`config.mk`:
```
export PLATFORM = sky130hd
export DESIGN_NAME = dsom_top
export DESIGN_NICKNAME = d
export VERILOG_FILES = /design/src/shared/dsom_pkg.sv /design/src/core/dsom_top.sv /design/src/core/dsom_cmp.sv /design/src/core/dsom_chan.sv
export VERILOG_INCLUDE_DIRS = /design/src /design/src/shared
export SDC_FILE = /design/constraint.sdc
export NUM_CORES = 1
export LEC_CHECK = 0
export BUFFER_PORTS_ARGS = -buffer_cell sky130_fd_sc_hd__buf_2
export CORE_MARGIN = 2
export CORE_UTILIZATION = 35
export CTS_BUF_LIST = sky130_fd_sc_hd__clkbuf_4
export DETAILED_ROUTE_END_ITERATION = 10
export GPL_TIMING_DRIVEN = 0
export PLACE_DENSITY_LB_ADDON = 0.05
export SYNTH_ARGS = -nofsm -noshare
export SYNTH_HDL_FRONTEND = slang
export SYNTH_SLANG_ARGS = --single-unit
```
`constraint.sdc`:
```
create_clock -name mclk -period 3.95 [get_ports mclk]
set_input_delay 0.395 -clock mclk [delete_from_list [all_inputs] [get_ports mclk]]
set_output_delay 0.395 -clock mclk [all_outputs]
set_load 0.05 [all_outputs]
```
`src/shared/dsom_regs.svh`:
```
/*
 Register offsets, reset values and output function codes of the
 drive status output mapper. Assumes byte addressing on a 32-bit bus.
*/
`ifndef DSOM_REGS_SVH
`define DSOM_REGS_SVH

`define DSOM_OFF_FUNC 8'h00
`define DSOM_OFF_ROT_THR 8'h04
`define DSOM_OFF_MATCH_THR 8'h08
`define DSOM_OFF_NEAR_THR 8'h0C
`define DSOM_OFF_TORQ_THR 8'h10
`define DSOM_OFF_ZERO_THR 8'h14
`define DSOM_OFF_STATE 8'h18
`define DSOM_OFF_IRQ_STAT 8'h1C
`define DSOM_OFF_IRQ_MASK 8'h20

`define DSOM_RST_FUNC 32'h1C1C_1C1C
`define DSOM_RST_ROT_THR 16'h0014
`define DSOM_RST_MATCH_THR 16'h000A
`define DSOM_RST_NEAR_THR 16'h0064
`define DSOM_RST_TORQ_THR 16'h0064
`define DSOM_RST_ZERO_THR 16'h000A
`define DSOM_RST_MASK 3'h0

`define DSOM_IRQ_FAULT 0
`define DSOM_IRQ_WARN 1
`define DSOM_IRQ_BRAKE 2

`define DSOM_FN_OFF 6'h1C
`define DSOM_FN_READY 6'h1D
`define DSOM_FN_FAULT 6'h1E
`define DSOM_FN_WARN 6'h1F
`define DSOM_FN_ROTATE 6'h20
`define DSOM_FN_ZERO 6'h21
`define DSOM_FN_PDONE 6'h22
`define DSOM_FN_PNEAR 6'h23
`define DSOM_FN_VMATCH 6'h24
`define DSOM_FN_VNEAR 6'h25
`define DSOM_FN_TREACH 6'h26
`define DSOM_FN_TLIMIT 6'h27
`define DSOM_FN_VLIMIT 6'h28
`define DSOM_FN_BRAKE 6'h29
`define DSOM_FN_COUNT 14

`endif

```
`src/shared/dsom_pkg.sv`:
```
/*
 Types of the drive status output mapper.
 Assumes the drive core reports its control mode with this encoding.
*/
package dsom_pkg;
   typedef enum logic [1:0] {
      DSOM_MODE_POS = 2'h0,
      DSOM_MODE_SPEED = 2'h1,
      DSOM_MODE_TORQUE = 2'h2,
      DSOM_MODE_MIX = 2'h3
   } dsom_mode_t;
endpackage

```
`src/core/dsom_top.sv`:
```
/*
 Drive status output mapper: maps drive conditions onto digital
 output channels by function code, with a Wishbone register file and
 a maskable interrupt. Assumes all drive inputs come from logic on mclk.
*/
// Added by the designer: the register addresses and the Wishbone register port.
`timescale 1ns/1ps
`include "dsom_regs.svh"
module dsom_top #(
   parameter int NCH = 4,
   parameter int SW = 16
) (
   input wire logic mclk,
   input wire logic srst,
   input wire logic wb_cyc_i,
   input wire logic wb_stb_i,
   input wire logic wb_we_i,
   input wire logic [7:0] wb_adr_i,
   input wire logic [3:0] wb_sel_i,
   input wire logic [31:0] wb_dat_i,
   output logic [31:0] wb_dat_o,
   output logic wb_ack_o,
   output logic irq_o,
   input wire logic drv_ready,
   input wire logic drv_fault,
   input wire logic drv_warn,
   input wire logic pos_done,
   input wire logic pos_near,
   input wire logic torque_limited,
   input wire logic speed_limited,
   input wire logic brake_operate,
   input wire dsom_pkg::dsom_mode_t ctrl_mode,
   input wire logic signed [SW-1:0] motor_speed,
   input wire logic signed [SW-1:0] speed_cmd,
   input wire logic signed [SW-1:0] speed_filt,
   input wire logic signed [SW-1:0] torque_cmd,
   output logic [NCH-1:0] do_out
);
   localparam logic signed [SW-1:0] ZERO = '0;

   logic [31:0] func_r, func_nxt;
   logic [SW-1:0] rot_thr_r, rot_thr_nxt;
   logic [SW-1:0] match_thr_r, match_thr_nxt;
   logic [SW-1:0] near_thr_r, near_thr_nxt;
   logic [SW-1:0] torq_thr_r, torq_thr_nxt;
   logic [SW-1:0] zero_thr_r, zero_thr_nxt;
   logic [2:0] mask_r, mask_nxt;
   logic [2:0] stat_r, stat_nxt;
   logic [2:0] prev_r, prev_nxt;
   logic ack_r, ack_nxt;
   logic [31:0] dat_r, dat_nxt;
   logic irq_r, irq_nxt;
   logic wr_en;
   logic [31:0] wmask;
   logic [2:0] evt;
   logic rot_gt, zero_lt, match_lt, near_lt, torq_gt;
   logic [`DSOM_FN_COUNT-1:0] cond;

   dsom_cmp #(.W(SW)) u_rot (.a(motor_speed), .b(ZERO),
      .thr(rot_thr_r), .lt(), .gt(rot_gt));
   dsom_cmp #(.W(SW)) u_zero (.a(motor_speed), .b(ZERO),
      .thr(zero_thr_r), .lt(zero_lt), .gt());
   dsom_cmp #(.W(SW)) u_match (.a(motor_speed), .b(speed_cmd),
      .thr(match_thr_r), .lt(match_lt), .gt());
   dsom_cmp #(.W(SW)) u_near (.a(speed_filt), .b(ZERO),
      .thr(near_thr_r), .lt(near_lt), .gt());
   dsom_cmp #(.W(SW)) u_torq (.a(torque_cmd), .b(ZERO),
      .thr(torq_thr_r), .lt(), .gt(torq_gt));

   // Index 0 is the unused code, held low
   always_comb begin
      cond = '0;
      cond[1] = drv_ready;
      cond[2] = drv_fault;
      cond[3] = drv_warn;
      cond[4] = rot_gt;
      cond[5] = zero_lt;
      cond[6] = pos_done;
      cond[7] = pos_near;
      cond[8] = match_lt && ctrl_mode == dsom_pkg::DSOM_MODE_SPEED;
      cond[9] = near_lt;
      cond[10] = !torq_gt;
      cond[11] = torque_limited;
      cond[12] = speed_limited
         && ctrl_mode == dsom_pkg::DSOM_MODE_TORQUE;
      cond[13] = brake_operate;
   end

   // Byte per channel limits the block to four channels
   genvar gi;
   generate
      for (gi = 0; gi < NCH; gi++) begin : g_ch
         dsom_chan u_ch (
            .mclk(mclk),
            .srst(srst),
            .code(func_r[gi*8 +: 6]),
            .cond(cond),
            .out(do_out[gi])
         );
      end
   endgenerate

   always_comb begin
      wr_en = wb_cyc_i && wb_stb_i && wb_we_i && !ack_r;
      wmask = {{8{wb_sel_i[3]}}, {8{wb_sel_i[2]}},
         {8{wb_sel_i[1]}}, {8{wb_sel_i[0]}}};
   end

   // Configuration registers
   always_comb begin
      func_nxt = func_r;
      rot_thr_nxt = rot_thr_r;
      match_thr_nxt = match_thr_r;
      near_thr_nxt = near_thr_r;
      torq_thr_nxt = torq_thr_r;
      zero_thr_nxt = zero_thr_r;
      mask_nxt = mask_r;
      if (wr_en) begin
         case (wb_adr_i)
            `DSOM_OFF_FUNC: begin
               func_nxt = (func_r & ~wmask) | (wb_dat_i & wmask);
            end
            `DSOM_OFF_ROT_THR: begin
               rot_thr_nxt = SW'((32'(rot_thr_r) & ~wmask)
                  | (wb_dat_i & wmask));
            end
            `DSOM_OFF_MATCH_THR: begin
               match_thr_nxt = SW'((32'(match_thr_r) & ~wmask)
                  | (wb_dat_i & wmask));
            end
            `DSOM_OFF_NEAR_THR: begin
               near_thr_nxt = SW'((32'(near_thr_r) & ~wmask)
                  | (wb_dat_i & wmask));
            end
            `DSOM_OFF_TORQ_THR: begin
               torq_thr_nxt = SW'((32'(torq_thr_r) & ~wmask)
                  | (wb_dat_i & wmask));
            end
            `DSOM_OFF_ZERO_THR: begin
               zero_thr_nxt = SW'((32'(zero_thr_r) & ~wmask)
                  | (wb_dat_i & wmask));
            end
            `DSOM_OFF_IRQ_MASK: begin
               if (wb_sel_i[0]) begin
                  mask_nxt = wb_dat_i[2:0];
               end
            end
            default: begin
            end
         endcase
      end
   end

   always_ff @(posedge mclk) begin
      if (srst) begin
         func_r <= `DSOM_RST_FUNC;
         rot_thr_r <= `DSOM_RST_ROT_THR;
         match_thr_r <= `DSOM_RST_MATCH_THR;
         near_thr_r <= `DSOM_RST_NEAR_THR;
         torq_thr_r <= `DSOM_RST_TORQ_THR;
         zero_thr_r <= `DSOM_RST_ZERO_THR;
         mask_r <= `DSOM_RST_MASK;
      end else begin
         func_r <= func_nxt;
         rot_thr_r <= rot_thr_nxt;
         match_thr_r <= match_thr_nxt;
         near_thr_r <= near_thr_nxt;
         torq_thr_r <= torq_thr_nxt;
         zero_thr_r <= zero_thr_nxt;
         mask_r <= mask_nxt;
      end
   end

   // Sticky events; a new event beats a same-cycle clear
   always_comb begin
      prev_nxt = {brake_operate, drv_warn, drv_fault};
      evt = '0;
      evt[`DSOM_IRQ_FAULT] = drv_fault && !prev_r[0];
      evt[`DSOM_IRQ_WARN] = drv_warn && !prev_r[1];
      evt[`DSOM_IRQ_BRAKE] = brake_operate != prev_r[2];
      stat_nxt = stat_r;
      if (wr_en && wb_adr_i == `DSOM_OFF_IRQ_STAT && wb_sel_i[0]) begin
         stat_nxt = stat_r & ~wb_dat_i[2:0];
      end
      stat_nxt = stat_nxt | evt;
      irq_nxt = |(stat_nxt & mask_nxt);
   end

   // Bus answer one cycle after the request; unmapped reads give zero
   always_comb begin
      ack_nxt = wb_cyc_i && wb_stb_i && !ack_r;
      dat_nxt = '0;
      case (wb_adr_i)
         `DSOM_OFF_FUNC: dat_nxt = func_r;
         `DSOM_OFF_ROT_THR: dat_nxt = 32'(rot_thr_r);
         `DSOM_OFF_MATCH_THR: dat_nxt = 32'(match_thr_r);
         `DSOM_OFF_NEAR_THR: dat_nxt = 32'(near_thr_r);
         `DSOM_OFF_TORQ_THR: dat_nxt = 32'(torq_thr_r);
         `DSOM_OFF_ZERO_THR: dat_nxt = 32'(zero_thr_r);
         `DSOM_OFF_STATE: dat_nxt = {4'h0, 4'(do_out), 6'h00,
            ctrl_mode, 2'h0, cond};
         `DSOM_OFF_IRQ_STAT: dat_nxt = {29'h0000_0000, stat_r};
         `DSOM_OFF_IRQ_MASK: dat_nxt = {29'h0000_0000, mask_r};
         default: dat_nxt = '0;
      endcase
   end

   always_ff @(posedge mclk) begin
      if (srst) begin
         prev_r <= 3'h0;
         stat_r <= 3'h0;
         irq_r <= 1'b0;
         ack_r <= 1'b0;
         dat_r <= 32'h0000_0000;
      end else begin
         prev_r <= prev_nxt;
         stat_r <= stat_nxt;
         irq_r <= irq_nxt;
         ack_r <= ack_nxt;
         dat_r <= dat_nxt;
      end
   end

   assign wb_ack_o = ack_r;
   assign wb_dat_o = dat_r;
   assign irq_o = irq_r;

   logic [5:0] code0;
   assign code0 = func_r[5:0];
endmodule // dsom_top

```
`src/core/dsom_cmp.sv`:
```
/*
 Magnitude compare of a signed difference against a threshold.
 Assumes both operands are on the same clock; purely combinational.
*/
`timescale 1ns/1ps
module dsom_cmp #(
   parameter int W = 16
) (
   input wire logic signed [W-1:0] a,
   input wire logic signed [W-1:0] b,
   input wire logic [W-1:0] thr,
   output logic lt,
   output logic gt
);
   logic signed [W:0] diff;
   logic [W:0] mag;

   // One extra bit so the difference of two extremes cannot wrap
   always_comb begin
      diff = {a[W-1], a} - {b[W-1], b};
      mag = diff[W] ? $unsigned(-diff) : $unsigned(diff);
      lt = mag < {1'b0, thr};
      gt = mag > {1'b0, thr};
   end
endmodule // dsom_cmp

```
`src/core/dsom_chan.sv`:
```
/*
 One digital output channel: selects a condition by function code
 and registers it. Assumes conditions are synchronous to mclk.
*/
`timescale 1ns/1ps
`include "dsom_regs.svh"
module dsom_chan (
   input wire logic mclk,
   input wire logic srst,
   input wire logic [5:0] code,
   input wire logic [`DSOM_FN_COUNT-1:0] cond,
   output logic out
);
   logic out_r;
   logic out_nxt;
   logic [5:0] idx;

   always_comb begin
      idx = code - `DSOM_FN_OFF;
      out_nxt = 1'b0;
      if (code > `DSOM_FN_OFF && code <= `DSOM_FN_BRAKE) begin
         out_nxt = cond[idx[3:0]];
      end
   end

   always_ff @(posedge mclk) begin
      if (srst) begin
         out_r <= 1'b0;
      end else begin
         out_r <= out_nxt;
      end
   end

   assign out = out_r;
endmodule // dsom_chan

```
==> metrics.log <==
INFO  metric result_of_the_run = finished, final reports clean
INFO  metric power_per_cell_area = 273 mW/mm2
INFO  metric synth.area.mux_share = 5.70%
INFO  metric vias = 11.0k
INFO  metric min_path_type = input port to flop
INFO  metric cp_slowest_stage_delay = between 0.3 and 0.4 ns
INFO  metric reg2reg_slack = 1.05 ns
INFO  metric worstMarginPinSlew = around 1.1 ns
INFO  metric worstPathBufferInverterCount = 3
INFO  metric grt_pass1_wl = 60.5 mm
INFO  metric die_area = between 0.03 and 0.04 mm2
INFO  metric leakage = 5.33 nW
INFO  metric critical_path_depth = 20
INFO  metric tns = 0 ns
INFO  metric critical_path.most_common_cell = sky130_fd_sc_hd__a21o_1
INFO  metric cts_tree = yes
INFO  metric end_kind = flop
INFO  metric synth_edf_count = 0
INFO  metric postLayoutSetupSlackWorst = 0.145 ns
INFO  metric kind_of_cell_with_the_highest_combined_delay_on_the_critical_path = compound AO/OA/AOI/OAI gates
INFO  metric postSynthCellCount = 1426
INFO  metric maxCapViolCount = 0
INFO  metric cts-buffers-inserted = 17
INFO  metric synth-async-reset-ratio = 0%
INFO  metric grt_pass1_vias = 10.3k
INFO  metric die_wd = around 180 um
INFO  metric wl = 40.1 mm
INFO  metric report.power.total = 3.56 mW
INFO  metric critPathCapture = g_ch[1].u_ch.out$_SDFF_PP0_
INFO  metric dpl.hpwl = roughly 32 mm
INFO  metric critPathLaunchType = input port
INFO  metric post_synth_instance_area = ~0.011 mm2
INFO  metric clock_pin_slew_worst_setup_and_hold_paths = between 0.15 and 0.2 ns
INFO  metric core-area = 0.0315 mm2
INFO  metric max_freq = 0.263 GHz
INFO  metric layout_worst_path_cycle_share = 96.3%
INFO  metric synth-compound-area-share = a little over a fifth
INFO  metric starting_density = 35.5%
INFO  metric fin_worst_skew = 0.0423 ns
INFO  metric overflow = 0
INFO  metric maxSlewHeadroom = between 20% and 30%
INFO  metric synth.lib_cells_used.distinct = just under 80
INFO  metric yosys_most_used_dff = sky130_fd_sc_hd__dfxtp_1
INFO  metric max-clock-path-buffers = 2
INFO  metric synthesized_area_divided_by_synthesized_cell_count = 7.83 um2
INFO  metric worst_ep_required_time = 4.47 ns
INFO  metric hold_violations = 0
INFO  metric portBuffers = 155
INFO  metric finalWorstPathRequiredPeriod = 3.80 ns
INFO  metric setup_violations = 0
INFO  metric detail-route-antenna-nets = 0
INFO  metric hold-worst-slack = between 0.015 and 0.02 ns
INFO  metric grt_antenna_before_repair = 2
INFO  metric via_per_inst = 5.42
INFO  metric routedWlPerCell = 19.7 um
INFO  metric synthTopCellsByArea = sky130_fd_sc_hd__dfxtp_1 28%, sky130_fd_sc_hd__ha_1 12%, sky130_fd_sc_hd__nand2_1 7.1%, sky130_fd_sc_hd__a21oi_1 5.3%, sky130_fd_sc_hd__mux2i_1 5.2%
INFO  metric yosysWarningCount = 0
INFO  metric layout-drive-gt1-share = around 15%
INFO  metric boundaryPins = 161
INFO  metric ctsHtreeMaxLevel = 4
INFO  metric min-delay-start = wb_dat_i[31]
INFO  metric yosysTopAreaCellShare = 28.5%
INFO  metric area_delta_synth_final = 16.7%
INFO  metric synth_seq_cells = around 160
INFO  metric cts_sinks = 159
INFO  metric synth_sequential_area_ratio = 28.5%
INFO  metric cp_max_fo = 6
INFO  metric startpoint = motor_speed[2]
INFO  metric pre_cts_ws = -1.30 ns
INFO  metric synth_nets = 1655
INFO  metric drt_pre_antenna_iters = 7
INFO  metric timing_worst_setup_path_type = input port to flop
INFO  metric netlist.top_cell.by_area = sky130_fd_sc_hd__dfxtp_1
INFO  metric slowest_stage = sky130_fd_sc_hd__nor4b_4
INFO  metric floorplan.die.height = 183 um
INFO  metric worstRegToRegCells = 9
INFO  metric fin_nets = 1847
INFO  metric rows = 65
INFO  metric source_to_sink_clock_delay_at_the_later_pin_of_the_worst_skew_pair = 0.61 ns
INFO  metric combinational_family_with_the_most_area_after_synthesis = compound AO/OA/AOI/OAI gates
INFO  metric yosys.area_share.xor_xnor = 5.10%
INFO  metric grt_start_max_net_pins = 17
INFO  metric cts.root.buffer_cell = sky130_fd_sc_hd__clkbuf_4
INFO  metric synth-adder-area-share = 11.9%
INFO  metric gp_routability_congestion = 0.882
INFO  metric final_max_slew_viol_count = 0
INFO  metric drtIter0Drc = ~780
INFO  metric track_usage = 23.8%
INFO  metric crit_path_cell_trace = buf_2 -> ha_2 -> nor2b_4 -> buf_4 -> o31ai_2 -> nand2_1 -> xnor2_2 -> nor4b_4 -> a21oi_2 -> xnor2_1 -> ha_1 -> a21o_1 -> a21o_1 -> a21o_1 -> a21oi_1 -> o21ai_1 -> a31oi_4 -> buf_12 -> nand4_1 -> o2bb2ai_1
INFO  metric drt_drc_violations_left = 0
INFO  metric data_arrival_at_the_endpoint_of_the_critical_path = 4.32 ns
INFO  metric vdd_ir_max = 0.139 mV
INFO  metric timing.rr.end = g_ch[1].u_ch.out$_SDFF_PP0_
INFO  metric yosys.area_share.simple = 20.8%
[stage by stage]
stage / cells / cell area (um2) / utilization (%)
global route: 2035 / 13000 / 41.4
detailed placement: 1983 / 12500 / 39.7
global placement: 1983 / 12500 / 39.7
finish: 2035 / 13000 / 41.4
floorplan: 1426 / 11200 / -
CTS: 2029 / 12900 / 41.1
[Yosys cell counts (all sizes together), types with 9 or more instances]
cell    number
a211oi      10
a21o        25
a21oi      122
a221oi      15
a222oi      10
a22oi       12
a31oi        9
and3        21
buf         12
clkbuf      58
dfxtp      159
ha         105
inv        119
mux2i       58
nand2      211
nand2b      14
nand3       46
nand4       14
nor2       100
nor2b       18
nor3        14
o211ai      16
o21ai       58
o31ai       15
or4          9
xnor2       52
xor2        13
[layer usage]
layer	wire length, um	part of all wire (%)	global-route usage, %	vias up
met5	0	0	0	-
met4	590	1.5	4.81	0
met3	1970	4.9	2.95	39
met2	18500	46	39.3	300
met1	19000	47	33.3	5241
li1	-	-	-	5458
[report_power, final]
| group | total (mW) | internal, mW | switching, mW |
|---|---|---|---|
| sequential | 1.61 | 1.61 | 0.00255 |
| combinational | 0.978 | 0.411 | 0.566 |
| clock | 0.971 | 0.281 | 0.690 |
[worst min-delay path by stage]
stage	endpoint	slack (ns)	cells past startpoint
final	flop	0.02	3
after global routing	wb_ack_o$_SDFF_PP0_	0.007	3
after CTS	flop	0.004	3
after detailed placement	flop	0.45	2
after global placement	flop	0.44	2
after floorplan	flop	0.44	2
[layout make-up]
cell class	instances	area, um2
Antenna cell	2	5.00
Buffer	69	299
Clock buffer	18	135
Clock inverter	14	135
Fill cell	3319	18400
Inverter	119	449
Multi-Input combinational cell	1078	7360
Sequential cell	159	3180
Tap cell	402	503
Timing Repair Buffer	174	965
[cell usage in the layout (no fill, tap or decap), types with 5 or more instances in the layout]
master / n
sky130_fd_sc_hd__o2111ai_1: 6
sky130_fd_sc_hd__nor3_1: 12
sky130_fd_sc_hd__buf_2: 156
sky130_fd_sc_hd__clkbuf_1: 58
sky130_fd_sc_hd__o221ai_1: 5
sky130_fd_sc_hd__nor2_1: 96
sky130_fd_sc_hd__nor2b_1: 17
sky130_fd_sc_hd__mux2_2: 5
sky130_fd_sc_hd__a221oi_1: 15
sky130_fd_sc_hd__o31ai_1: 13
sky130_fd_sc_hd__nand2_1: 211
sky130_fd_sc_hd__a22oi_1: 12
sky130_fd_sc_hd__o21a_1: 5
sky130_fd_sc_hd__o41ai_1: 6
sky130_fd_sc_hd__inv_1: 118
sky130_fd_sc_hd__and3_1: 21
sky130_fd_sc_hd__or4_1: 8
sky130_fd_sc_hd__clkinv_4: 5
sky130_fd_sc_hd__nor4_1: 6
sky130_fd_sc_hd__a211oi_1: 9
sky130_fd_sc_hd__dlygate4sd3_1: 11
sky130_fd_sc_hd__nor4b_1: 6
sky130_fd_sc_hd__o21ai_0: 52
sky130_fd_sc_hd__xnor2_1: 51
sky130_fd_sc_hd__nand4_1: 13
sky130_fd_sc_hd__ha_1: 103
sky130_fd_sc_hd__a31oi_1: 8
sky130_fd_sc_hd__buf_4: 12
sky130_fd_sc_hd__a222oi_1: 10
sky130_fd_sc_hd__xor2_1: 13
sky130_fd_sc_hd__o211ai_1: 16
sky130_fd_sc_hd__a21oi_1: 117
sky130_fd_sc_hd__nand2b_1: 14
sky130_fd_sc_hd__nand3_1: 46
sky130_fd_sc_hd__clkbuf_4: 19
sky130_fd_sc_hd__dfxtp_1: 159
sky130_fd_sc_hd__a21o_1: 25
sky130_fd_sc_hd__mux2i_1: 58
[worst reg2reg max path, delay by kind of cell (launching register included)]
family	cells	cell delay [ns]
AO/OA/AOI/OAI	6	1.90
buffers and inverters	1	0.08
adder cells (fa/ha/maj)	1	0.28
AND/OR/NAND/NOR	1	0.04
flip-flops	1	0.47
[logic make-up (layout without fill, tap and decap cells)]
| kind of cell | Yosys count | after routing |
|---|---|---|
| and+or+nand+nor | 487 | 487 |
| AOI/OAI and AO/OA | 357 | 357 |
| buffers and inverters | 189 | 394 |
| DFF | 159 | 159 |
| adders and majority gates | 106 | 106 |
| xor gates and xnor gates | 65 | 65 |
| muxes | 63 | 63 |
| other | 0 | 2 |
[what timing repair did]
item	in CTS	in global routing
hold endpoints to repair	11	0
pin swaps	3	16
endpoints found under the setup margin	5	5
setup buffers	3	5
hold buffers	11	0
gates resized for setup	6	17
No activity file was read; power rests on OpenSTA's default activity.
